`src/logic/asw_pkg.sv`:
```
// package for the static memory host controller: register map, pin groups, timing
package asw_pkg;

    // ****************************************
    // register map of the command port
    // ****************************************
    localparam logic [3:0] ASW_REG_CTRL = 4'h0;
    localparam logic [3:0] ASW_REG_ADDR = 4'h1;
    localparam logic [3:0] ASW_REG_WDATA = 4'h2;
    localparam logic [3:0] ASW_REG_RDATA = 4'h3;
    localparam logic [3:0] ASW_REG_STATUS = 4'h4;

    // ctrl fields
    localparam int ASW_CTRL_GO_BIT = 0;
    localparam int ASW_CTRL_WRITE_BIT = 1;
    localparam int ASW_CTRL_LANE_LO_BIT = 2;
    localparam int ASW_CTRL_LANE_HI_BIT = 3;
    localparam int ASW_CTRL_WIDTH_BIT = 4;
    localparam int ASW_CTRL_RETAIN_BIT = 5;
    localparam logic [5:0] ASW_CTRL_RESET = 6'h1C;

    // status fields
    localparam int ASW_STAT_BUSY_BIT = 0;
    localparam int ASW_STAT_DONE_BIT = 1;
    localparam int ASW_STAT_REFUSED_BIT = 2;

    // ****************************************
    // memory organisation
    // ****************************************
    localparam int ASW_WORD_ADDR_W = 18;
    localparam int ASW_BYTE_ADDR_W = 19;
    localparam int ASW_DATA_W = 16;
    localparam int ASW_WORD_COUNT = 262144;
    localparam int ASW_BYTE_COUNT = 524288;

    // ****************************************
    // timing at 25 MHz
    // ****************************************
    localparam int ASW_CLK_PERIOD_NS = 40;
    localparam int ASW_CYCLE_NS = 85;
    localparam int ASW_CYCLE_CYC = (ASW_CYCLE_NS + ASW_CLK_PERIOD_NS - 1) / ASW_CLK_PERIOD_NS;
    localparam logic [1:0] ASW_CYCLE_CNT = 2'(ASW_CYCLE_CYC);

    // ****************************************
    // memory pin group
    // ****************************************
    typedef struct packed {
        logic select_active_low;
        logic select_active_high;
        logic output_enable_n;
        logic write_strobe_n;
        logic lower_lane_enable_n;
        logic upper_lane_enable_n;
        logic byte_extra_address_bit;
        logic width_organisation_select;
        logic [ASW_WORD_ADDR_W-1:0] word_address_inputs;
    } asw_pins_t;

    localparam asw_pins_t ASW_PINS_IDLE = '{1'b1, 1'b0, 1'b1, 1'b1, 1'b1, 1'b1, 1'b0, 1'b1, 18'h0};

    typedef enum logic [1:0] {
        ASW_IDLE = 2'b00,
        ASW_READ = 2'b01,
        ASW_WRITE = 2'b10,
        ASW_END = 2'b11
    } asw_state_t;

endpackage

```
`src/logic/asw_host.sv`:
```
// host controller driving an asynchronous word/byte static memory
// ****************************************
// Summary of operation
// [RULE1] deselect memory by select_active_low high and select_active_high low when idle
// [RULE2] word mode gives 262144 words, byte mode 524288 bytes
// [RULE3] width select changes only while idle, never during an access; a width written the cycle before a go reaches the pin with the selects
// [RULE4] word mode ignores the extra address bit
// [RULE5] byte mode uses the extra address bit as lowest address bit
// [RULE6] byte mode ignores both lane enables
// [RULE7] byte mode uses only the lower eight data lines
// [RULE8] word read: selects active, output enable low, write strobe high
// [RULE9] byte read: same selects, addressed byte on lower lane
// [RULE10] output enable high floats memory outputs
// [RULE11] lower lane write: lower enable low, upper enable high
// [RULE12] upper lane write: upper enable low, lower enable high
// [RULE13] word write: both lane enables low
// [RULE14] word writes may be timed by any of four signals
// [RULE15] byte write timed by selects and write strobe overlap
// [RULE16] memory floats data while deselected, output disabled or lanes off
// [RULE17] host never drives data lines while memory outputs are active
// [RULE18] no access while in low voltage retention; code refuses a go only if the retain bit is already set
// [RULE19] write strobe held high for the whole read cycle
// [RULE20] memory floats during select-timed write regardless of output enable
// [RULE21] lower enable governs lines 1-8, upper enable lines 9-16
// ****************************************
//
// Local design decisions: strobed register access and the register offsets.
`timescale 1ns/10ps
`default_nettype none
module asw_host
    import asw_pkg::*;
(
    input wire logic clk,
    input wire logic srst,
    input wire logic [3:0] addr,
    input wire logic [31:0] wdata,
    input wire logic wr,
    input wire logic rd,
    output logic [31:0] rdata,
    output asw_pins_t pins,
    input wire logic [ASW_DATA_W-1:0] data_in,
    output logic [ASW_DATA_W-1:0] data_out,
    output logic [ASW_DATA_W-1:0] data_oe_n
);

    // ****************************************
    // state
    // ****************************************
    asw_state_t state_reg, state_next;
    logic [5:0] ctrl_reg, ctrl_next;
    logic [ASW_BYTE_ADDR_W-1:0] addr_reg, addr_next;
    logic [ASW_DATA_W-1:0] wdata_reg, wdata_next;
    logic [ASW_DATA_W-1:0] rdata_reg, rdata_next;
    logic done_reg, done_next;
    logic refused_reg, refused_next;
    logic [1:0] cnt_reg, cnt_next;
    logic [31:0] rd_reg, rd_next;
    asw_pins_t pins_reg, pins_next;
    logic [ASW_DATA_W-1:0] oe_n_reg, oe_n_next;
    logic [ASW_DATA_W-1:0] sync1_reg, sync2_reg;

    logic word_mode;
    logic go_req;
    assign word_mode = ctrl_reg[ASW_CTRL_WIDTH_BIT];
    assign go_req = wr && addr == ASW_REG_CTRL && wdata[ASW_CTRL_GO_BIT];

    // pin inputs are asynchronous to clk
    always_ff @(posedge clk) begin
        sync1_reg <= data_in;
        sync2_reg <= sync1_reg;
    end

    always_comb begin
        state_next = state_reg;
        ctrl_next = ctrl_reg;
        addr_next = addr_reg;
        wdata_next = wdata_reg;
        rdata_next = rdata_reg;
        done_next = done_reg;
        refused_next = refused_reg;
        cnt_next = cnt_reg;
        rd_next = 32'h00000000;
        pins_next = pins_reg;
        oe_n_next = {ASW_DATA_W{1'b1}};
        // register writes
        if (wr) begin
            case (addr)
                ASW_REG_CTRL: begin
                    // [RULE3] width locked during access
                    if (state_reg == ASW_IDLE) begin
                        ctrl_next = wdata[5:0] & ~(6'h01);
                        // a go keeps the standing width, but a width written the cycle before still moves the pin as the access starts
                        if (wdata[ASW_CTRL_GO_BIT]) begin
                            ctrl_next[ASW_CTRL_WIDTH_BIT] = ctrl_reg[ASW_CTRL_WIDTH_BIT];
                        end
                    end else begin
                        ctrl_next[ASW_CTRL_RETAIN_BIT] = wdata[ASW_CTRL_RETAIN_BIT];
                    end
                end
                ASW_REG_ADDR: addr_next = wdata[ASW_BYTE_ADDR_W-1:0];
                ASW_REG_WDATA: wdata_next = wdata[ASW_DATA_W-1:0];
                ASW_REG_STATUS: begin
                    done_next = 1'b0;
                    refused_next = 1'b0;
                end
                default: ;
            endcase
        end
        if (rd) begin
            case (addr)
                ASW_REG_CTRL: rd_next = {26'h0, ctrl_reg};
                ASW_REG_ADDR: rd_next = {13'h0, addr_reg};
                ASW_REG_WDATA: rd_next = {16'h0000, wdata_reg};
                ASW_REG_RDATA: rd_next = {16'h0000, rdata_reg};
                ASW_REG_STATUS: rd_next = {29'h0, refused_reg, done_reg, state_reg != ASW_IDLE};
                default: rd_next = 32'h00000000;
            endcase
        end
        case (state_reg)
            ASW_IDLE: begin
                // [RULE1] deselected while idle
                pins_next = ASW_PINS_IDLE;
                pins_next.width_organisation_select = word_mode;
                if (go_req) begin
                    // [RULE18] go refused only if the retain bit is already set; a running access is not stopped
                    if (ctrl_reg[ASW_CTRL_RETAIN_BIT] || (state_reg != ASW_IDLE)) begin
                        refused_next = 1'b1;
                    end else begin
                        done_next = 1'b0;
                        cnt_next = ASW_CYCLE_CNT;
                        pins_next.select_active_low = 1'b0;
                        pins_next.select_active_high = 1'b1;
                        // [RULE4] [RULE5] extra bit only in byte mode
                        if (word_mode) begin
                            pins_next.word_address_inputs = addr_reg[ASW_WORD_ADDR_W-1:0];
                            pins_next.byte_extra_address_bit = 1'b0;
                        end else begin
                            pins_next.word_address_inputs = addr_reg[ASW_BYTE_ADDR_W-1:1];
                            pins_next.byte_extra_address_bit = addr_reg[0];
                        end
                        // [RULE6] [RULE11] [RULE12] [RULE13] lane enables
                        pins_next.lower_lane_enable_n = word_mode ? ~wdata[ASW_CTRL_LANE_LO_BIT] : 1'b1;
                        pins_next.upper_lane_enable_n = word_mode ? ~wdata[ASW_CTRL_LANE_HI_BIT] : 1'b1;
                        if (wdata[ASW_CTRL_WRITE_BIT]) begin
                            // [RULE14] [RULE15] write timed by write strobe, output enable held high
                            pins_next.write_strobe_n = 1'b0;
                            pins_next.output_enable_n = 1'b1;
                            state_next = ASW_WRITE;
                        end else begin
                            // [RULE8] [RULE9] [RULE19] read with write strobe high
                            pins_next.write_strobe_n = 1'b1;
                            pins_next.output_enable_n = 1'b0;
                            state_next = ASW_READ;
                        end
                    end
                end
            end
            ASW_READ: begin
                // [RULE17] host lines stay undriven during a read
                cnt_next = cnt_reg - 2'd1;
                if (cnt_reg == 2'd0) begin
                    rdata_next = sync2_reg;
                    // [RULE7] [RULE21] only enabled lanes are kept in word mode, only the lower lane in byte mode
                    if (!word_mode || pins_reg.upper_lane_enable_n) begin
                        rdata_next[15:8] = 8'h00;
                    end
                    if (word_mode && pins_reg.lower_lane_enable_n) begin
                        rdata_next[7:0] = 8'h00;
                    end
                    pins_next.output_enable_n = 1'b1;
                    state_next = ASW_END;
                end
            end
            ASW_WRITE: begin
                // [RULE7] [RULE21] drive only lanes being written
                oe_n_next[7:0] = {8{word_mode && pins_reg.lower_lane_enable_n}};
                oe_n_next[15:8] = {8{!word_mode || pins_reg.upper_lane_enable_n}};
                cnt_next = cnt_reg - 2'd1;
                if (cnt_reg == 2'd0) begin
                    pins_next.write_strobe_n = 1'b1;
                    state_next = ASW_END;
                end
            end
            ASW_END: begin
                // data held one more cycle after strobe rises, then deselect
                oe_n_next = oe_n_reg;
                pins_next = ASW_PINS_IDLE;
                pins_next.width_organisation_select = word_mode;
                oe_n_next = {ASW_DATA_W{1'b1}};
                done_next = 1'b1;
                state_next = ASW_IDLE;
            end
            default: state_next = ASW_IDLE;
        endcase
    end

    always_ff @(posedge clk) begin
        if (srst) begin
            state_reg <= ASW_IDLE;
            ctrl_reg <= ASW_CTRL_RESET;
            addr_reg <= 19'h0;
            wdata_reg <= 16'h0000;
            rdata_reg <= 16'h0000;
            done_reg <= 1'b0;
            refused_reg <= 1'b0;
            cnt_reg <= 2'h0;
            rd_reg <= 32'h00000000;
            pins_reg <= ASW_PINS_IDLE;
            oe_n_reg <= 16'hFFFF;
        end else begin
            state_reg <= state_next;
            ctrl_reg <= ctrl_next;
            addr_reg <= addr_next;
            wdata_reg <= wdata_next;
            rdata_reg <= rdata_next;
            done_reg <= done_next;
            refused_reg <= refused_next;
            cnt_reg <= cnt_next;
            rd_reg <= rd_next;
            pins_reg <= pins_next;
            oe_n_reg <= oe_n_next;
        end
    end

    assign rdata = rd_reg;
    assign pins = pins_reg;
    assign data_out = wdata_reg;
    assign data_oe_n = oe_n_reg;

endmodule
`default_nettype wire

```
`config.mk`:
```
export PLATFORM = sky130hd
export DESIGN_NAME = asw_host
export DESIGN_NICKNAME = d
export VERILOG_FILES = /design/src/logic/asw_pkg.sv /design/src/logic/asw_host.sv
export SDC_FILE = /design/constraint.sdc
export NUM_CORES = 1
export LEC_CHECK = 0
export ABC_AREA = 1
export BUFFER_PORTS_ARGS = -buffer_cell sky130_fd_sc_hd__buf_2
export CORE_AREA = 2 2 141 88
export CTS_CLUSTER_DIAMETER = 120
export DETAILED_ROUTE_END_ITERATION = 8
export DIE_AREA = 0 0 143 90
export PLACE_DENSITY = 0.76
export SLEW_MARGIN = 15
export SYNTH_ARGS = -nofsm -noshare
export SYNTH_HDL_FRONTEND = slang
export SYNTH_SLANG_ARGS = --single-unit
```
`constraint.sdc`:
```
create_clock -name clk -period 1.5 [get_ports clk]
set_input_delay 0.225 -clock clk [delete_from_list [all_inputs] [get_ports clk]]
set_output_delay 0.225 -clock clk [all_outputs]
set_load 0.01 [all_outputs]
```
==> impl_metrics.json <==
{
  "dp.final_hpwl_um": 9410,
  "cts_root_buf": "clkbuf_16",
  "post-route-period-util": 0.946,
  "hold_path.startpoint": "wdata[18]",
  "grt_max_degree": 39,
  "p_leak_nw": 2.98,
  "cts_buffers": 17,
  "tritoncts": "built",
  "synth_fa_ha_area_frac": 0.0117,
  "worstPathArrival_ns": 1.78,
  "drtIter0Drc": 375,
  "area_delta_synth_final_pct": 30.3,
  "synth_most_common_cell": "dfxtp_1",
  "insertion_delay_ns": 0.43,
  "firstDrtPassIters": 5,
  "crit_slowest_cell": "dfxtp_2",
  "io_buffer_count": 119,
  "diodes": 0,
  "drc": 0,
  "wl_per_cell_um": 14.2,
  "yosys-top-cells-area": "dfxtp_1 (53%), nand2_1 (9.4%), a21oi_1 (7.6%)",
  "slowest_delay_ns": 0.34,
  "synth_top_cell_area_share": 0.526,
  "finalSetupTns_ns": 0,
  "layout-drive-gt1-share": 0.242,
  "synth_top_family_by_area": "simple AND/OR/NAND/NOR gates",
  "p_per_area_nw_per_um2": 1530,
  "synth_mux_area_frac": 0,
  "ys_ff_latch": 141,
  "h-tree-depth": 4,
  "largest_reg_flops": 35,
  "std_cell_rows": 31,
  "syn_inst": 662,
  "dieArea_um2": 12900,
  "cp_cell_sequence": "ha_1, nor3_4, buf_4, clkbuf_16, nand4_1, a21oi_1",
  "synth.distinct_cells": 30,
  "path_max_fanout": 11,
  "synthXorXnorAreaFrac": 0,
  "r2r-end": "pins[17]",
  "globalplace.congestion": 0.898,
  "yosysTopAreaCell": "dfxtp_1",
  "syn_area_um2": 5370,
  "die_h_um": 90,
  "synth_compound_area_frac": 0.166,
  "hold_end": "addr_reg[18]",
  "start_util": 0.460,
  "r2r_slack_ns": 0.08,
  "ys_warn_count": 0,
  "rsz0062_at_grt": "false",
  "routed_via_density": 4.99,
  "avgSynthCellArea_um2": 8.11,
  "rr_worst_depth": 6,
  "cts_buffer_depth": 2,
  "total_power_w": 0.0107,
  "ys_async_sr_fraction": 0,
  "worst-setup-path-type": "reg2reg",
  "required_ns": 1.86,
  "crit-reg2reg-launch": "state_reg[0]",
  "clock.fmax_mhz": 704,
  "synth_common_cells": "dfxtp_1 (141), nand2_1 (134), a21oi_1 (81)",
  "final_nets": 858,
  "grt_first_pass_wirelength_um": 21400,
  "setup_viol": 0,
  "drv_cap": 0,
  "ys.flop_type": "dfxtp_1",
  "status": "finished clean",
  "cp-end-kind": "flip-flop",
  "wirelength_um": 13800,
  "post-route-min-period_ns": 1.42,
  "path_buf_inv": 2,
  "setup.worst_path.start_class": "flip-flop",
  "clk_pin_slew_ns": 0.06,
  "whs_ns": 0.0739,
  "drtAntennaViolNets": 0,
  "synth_edf_count": 0,
  "vias": 4869,
  "utilization": 0.599,
  "drv_slew": 0,
  "yosysSeqAreaShare": 0.526,
  "path_delay_family": "flip-flops",
  "pin_count": 146,
  "grt_overflow_total": 0,
  "finalHoldViolCount": 0,
  "worstHoldPathType": "in2reg",
  "core-area_um2": 11700,
  "holdPathStages": 3,
  "max-vdd-ir-drop_mv": 0.829,
  "clock-sinks": 141,
  "grt_usage": 0.213,
  "grt_pass1_vias": 4415,
  "antenna_found_initial": 0,
  "synth_simple_gate_area_frac": 0.178,
  "clock_skew_ns": 0.00976,
  "die_w_um": 143
}
[worst max-delay path by stage]
stage,start,endpoint,slack (ns),depth (start not counted)
2_1_floorplan,state_reg[0],pins[0],0.06,6
3_3_place_gp,state_reg[0],state_reg[1],-0.009,6
3_5_place_dp,state_reg[0],state_reg[0],-0.06,6
4_1_cts,state_reg[0],pins[5],0.007,6
5_1_grt,state_reg[0],pins[17],0.03,6
6_report,state_reg[0],pins[17],0.08,6
[tightest hold or removal path, cell delays in order]
cell	delay, ns
buf_2	0.08
o21ai_1	0.06
a21oi_1	0.10
[layout by cell type (no fill, tap or decap), types with 4 or more instances in the layout]
cell | Yosys | layout
a21oi_1 | 81 | 79
dfxtp_1 | 141 | 139
clkbuf_16 | 0 | 18
bufinv_16 | 0 | 4
inv_1 | 67 | 66
nand4_1 | 21 | 21
nand2_1 | 134 | 133
buf_12 | 0 | 5
o21ai_0 | 71 | 70
dlygate4sd3_1 | 0 | 16
buf_2 | 15 | 119
clkbuf_1 | 16 | 4
ha_1 | 5 | 4
nor2_1 | 24 | 24
buf_4 | 28 | 22
conb_1 | 1 | 13
nand3_1 | 22 | 22
o221ai_1 | 10 | 10
nor3_1 | 5 | 5
[metrics by stage]
step / std cells / instance area, um^2 / worst slack, ns
floorplan: 674 / 5410 / 0.0560
global placement: 921 / 6090 / -0.00891
detailed placement: 921 / 6090 / -0.0603
CTS: 971 / 6900 / 0.00701
global route: 975 / 6990 / 0.0251
finish: 975 / 6990 / 0.0803
[routing by layer]
metal | vias to the layer above | part of all wire | wire length [um] | global-route usage
li1 | 2406 | - | - | -
met1 | 2232 | 0.47 | 6510 | 0.305
met2 | 202 | 0.42 | 5860 | 0.306
met3 | 29 | 0.087 | 1200 | 0.0570
met4 | 0 | 0.018 | 253 | 0.0767
met5 | - | 0 | 0 | 0
[what timing repair did]
action | 4_1_cts | 5_1_grt
hold buffers | 16 | 0
cloned | 0 | 2
resized for setup | 2 | 12
pin swaps | 0 | 2
buffers inserted | 2 | 2
endpoints found under the setup margin | 18 | 20
hold endpoints to repair | 16 | 0
[cell type report]
class	count	area, um^2
sequential	141	2830
timing repair buffer	165	1070
clock inverter	9	159
clock buffer	23	468
fill	1022	4680
tap	165	206
inverter	70	265
multi-input combinational	402	2000
[kinds of logic after synthesis]
| family | Yosys count |
|---|---|
| fa+ha+maj | 5 |
| flops | 141 |
| buf+inv | 132 |
| simple gates | 215 |
| other cells | 1 |
| compound gates | 168 |
[power breakdown]
| part | leakage [nW] | internal [W] | switching [W] |
|---|---|---|---|
| Clock | 0.302 | 0.00288 | 0.00162 |
| Sequential | 1.15 | 0.00395 | 0.000136 |
| Combinational | 1.53 | 0.000855 | 0.00128 |
Note: power is estimated with default switching activity, not from simulation.
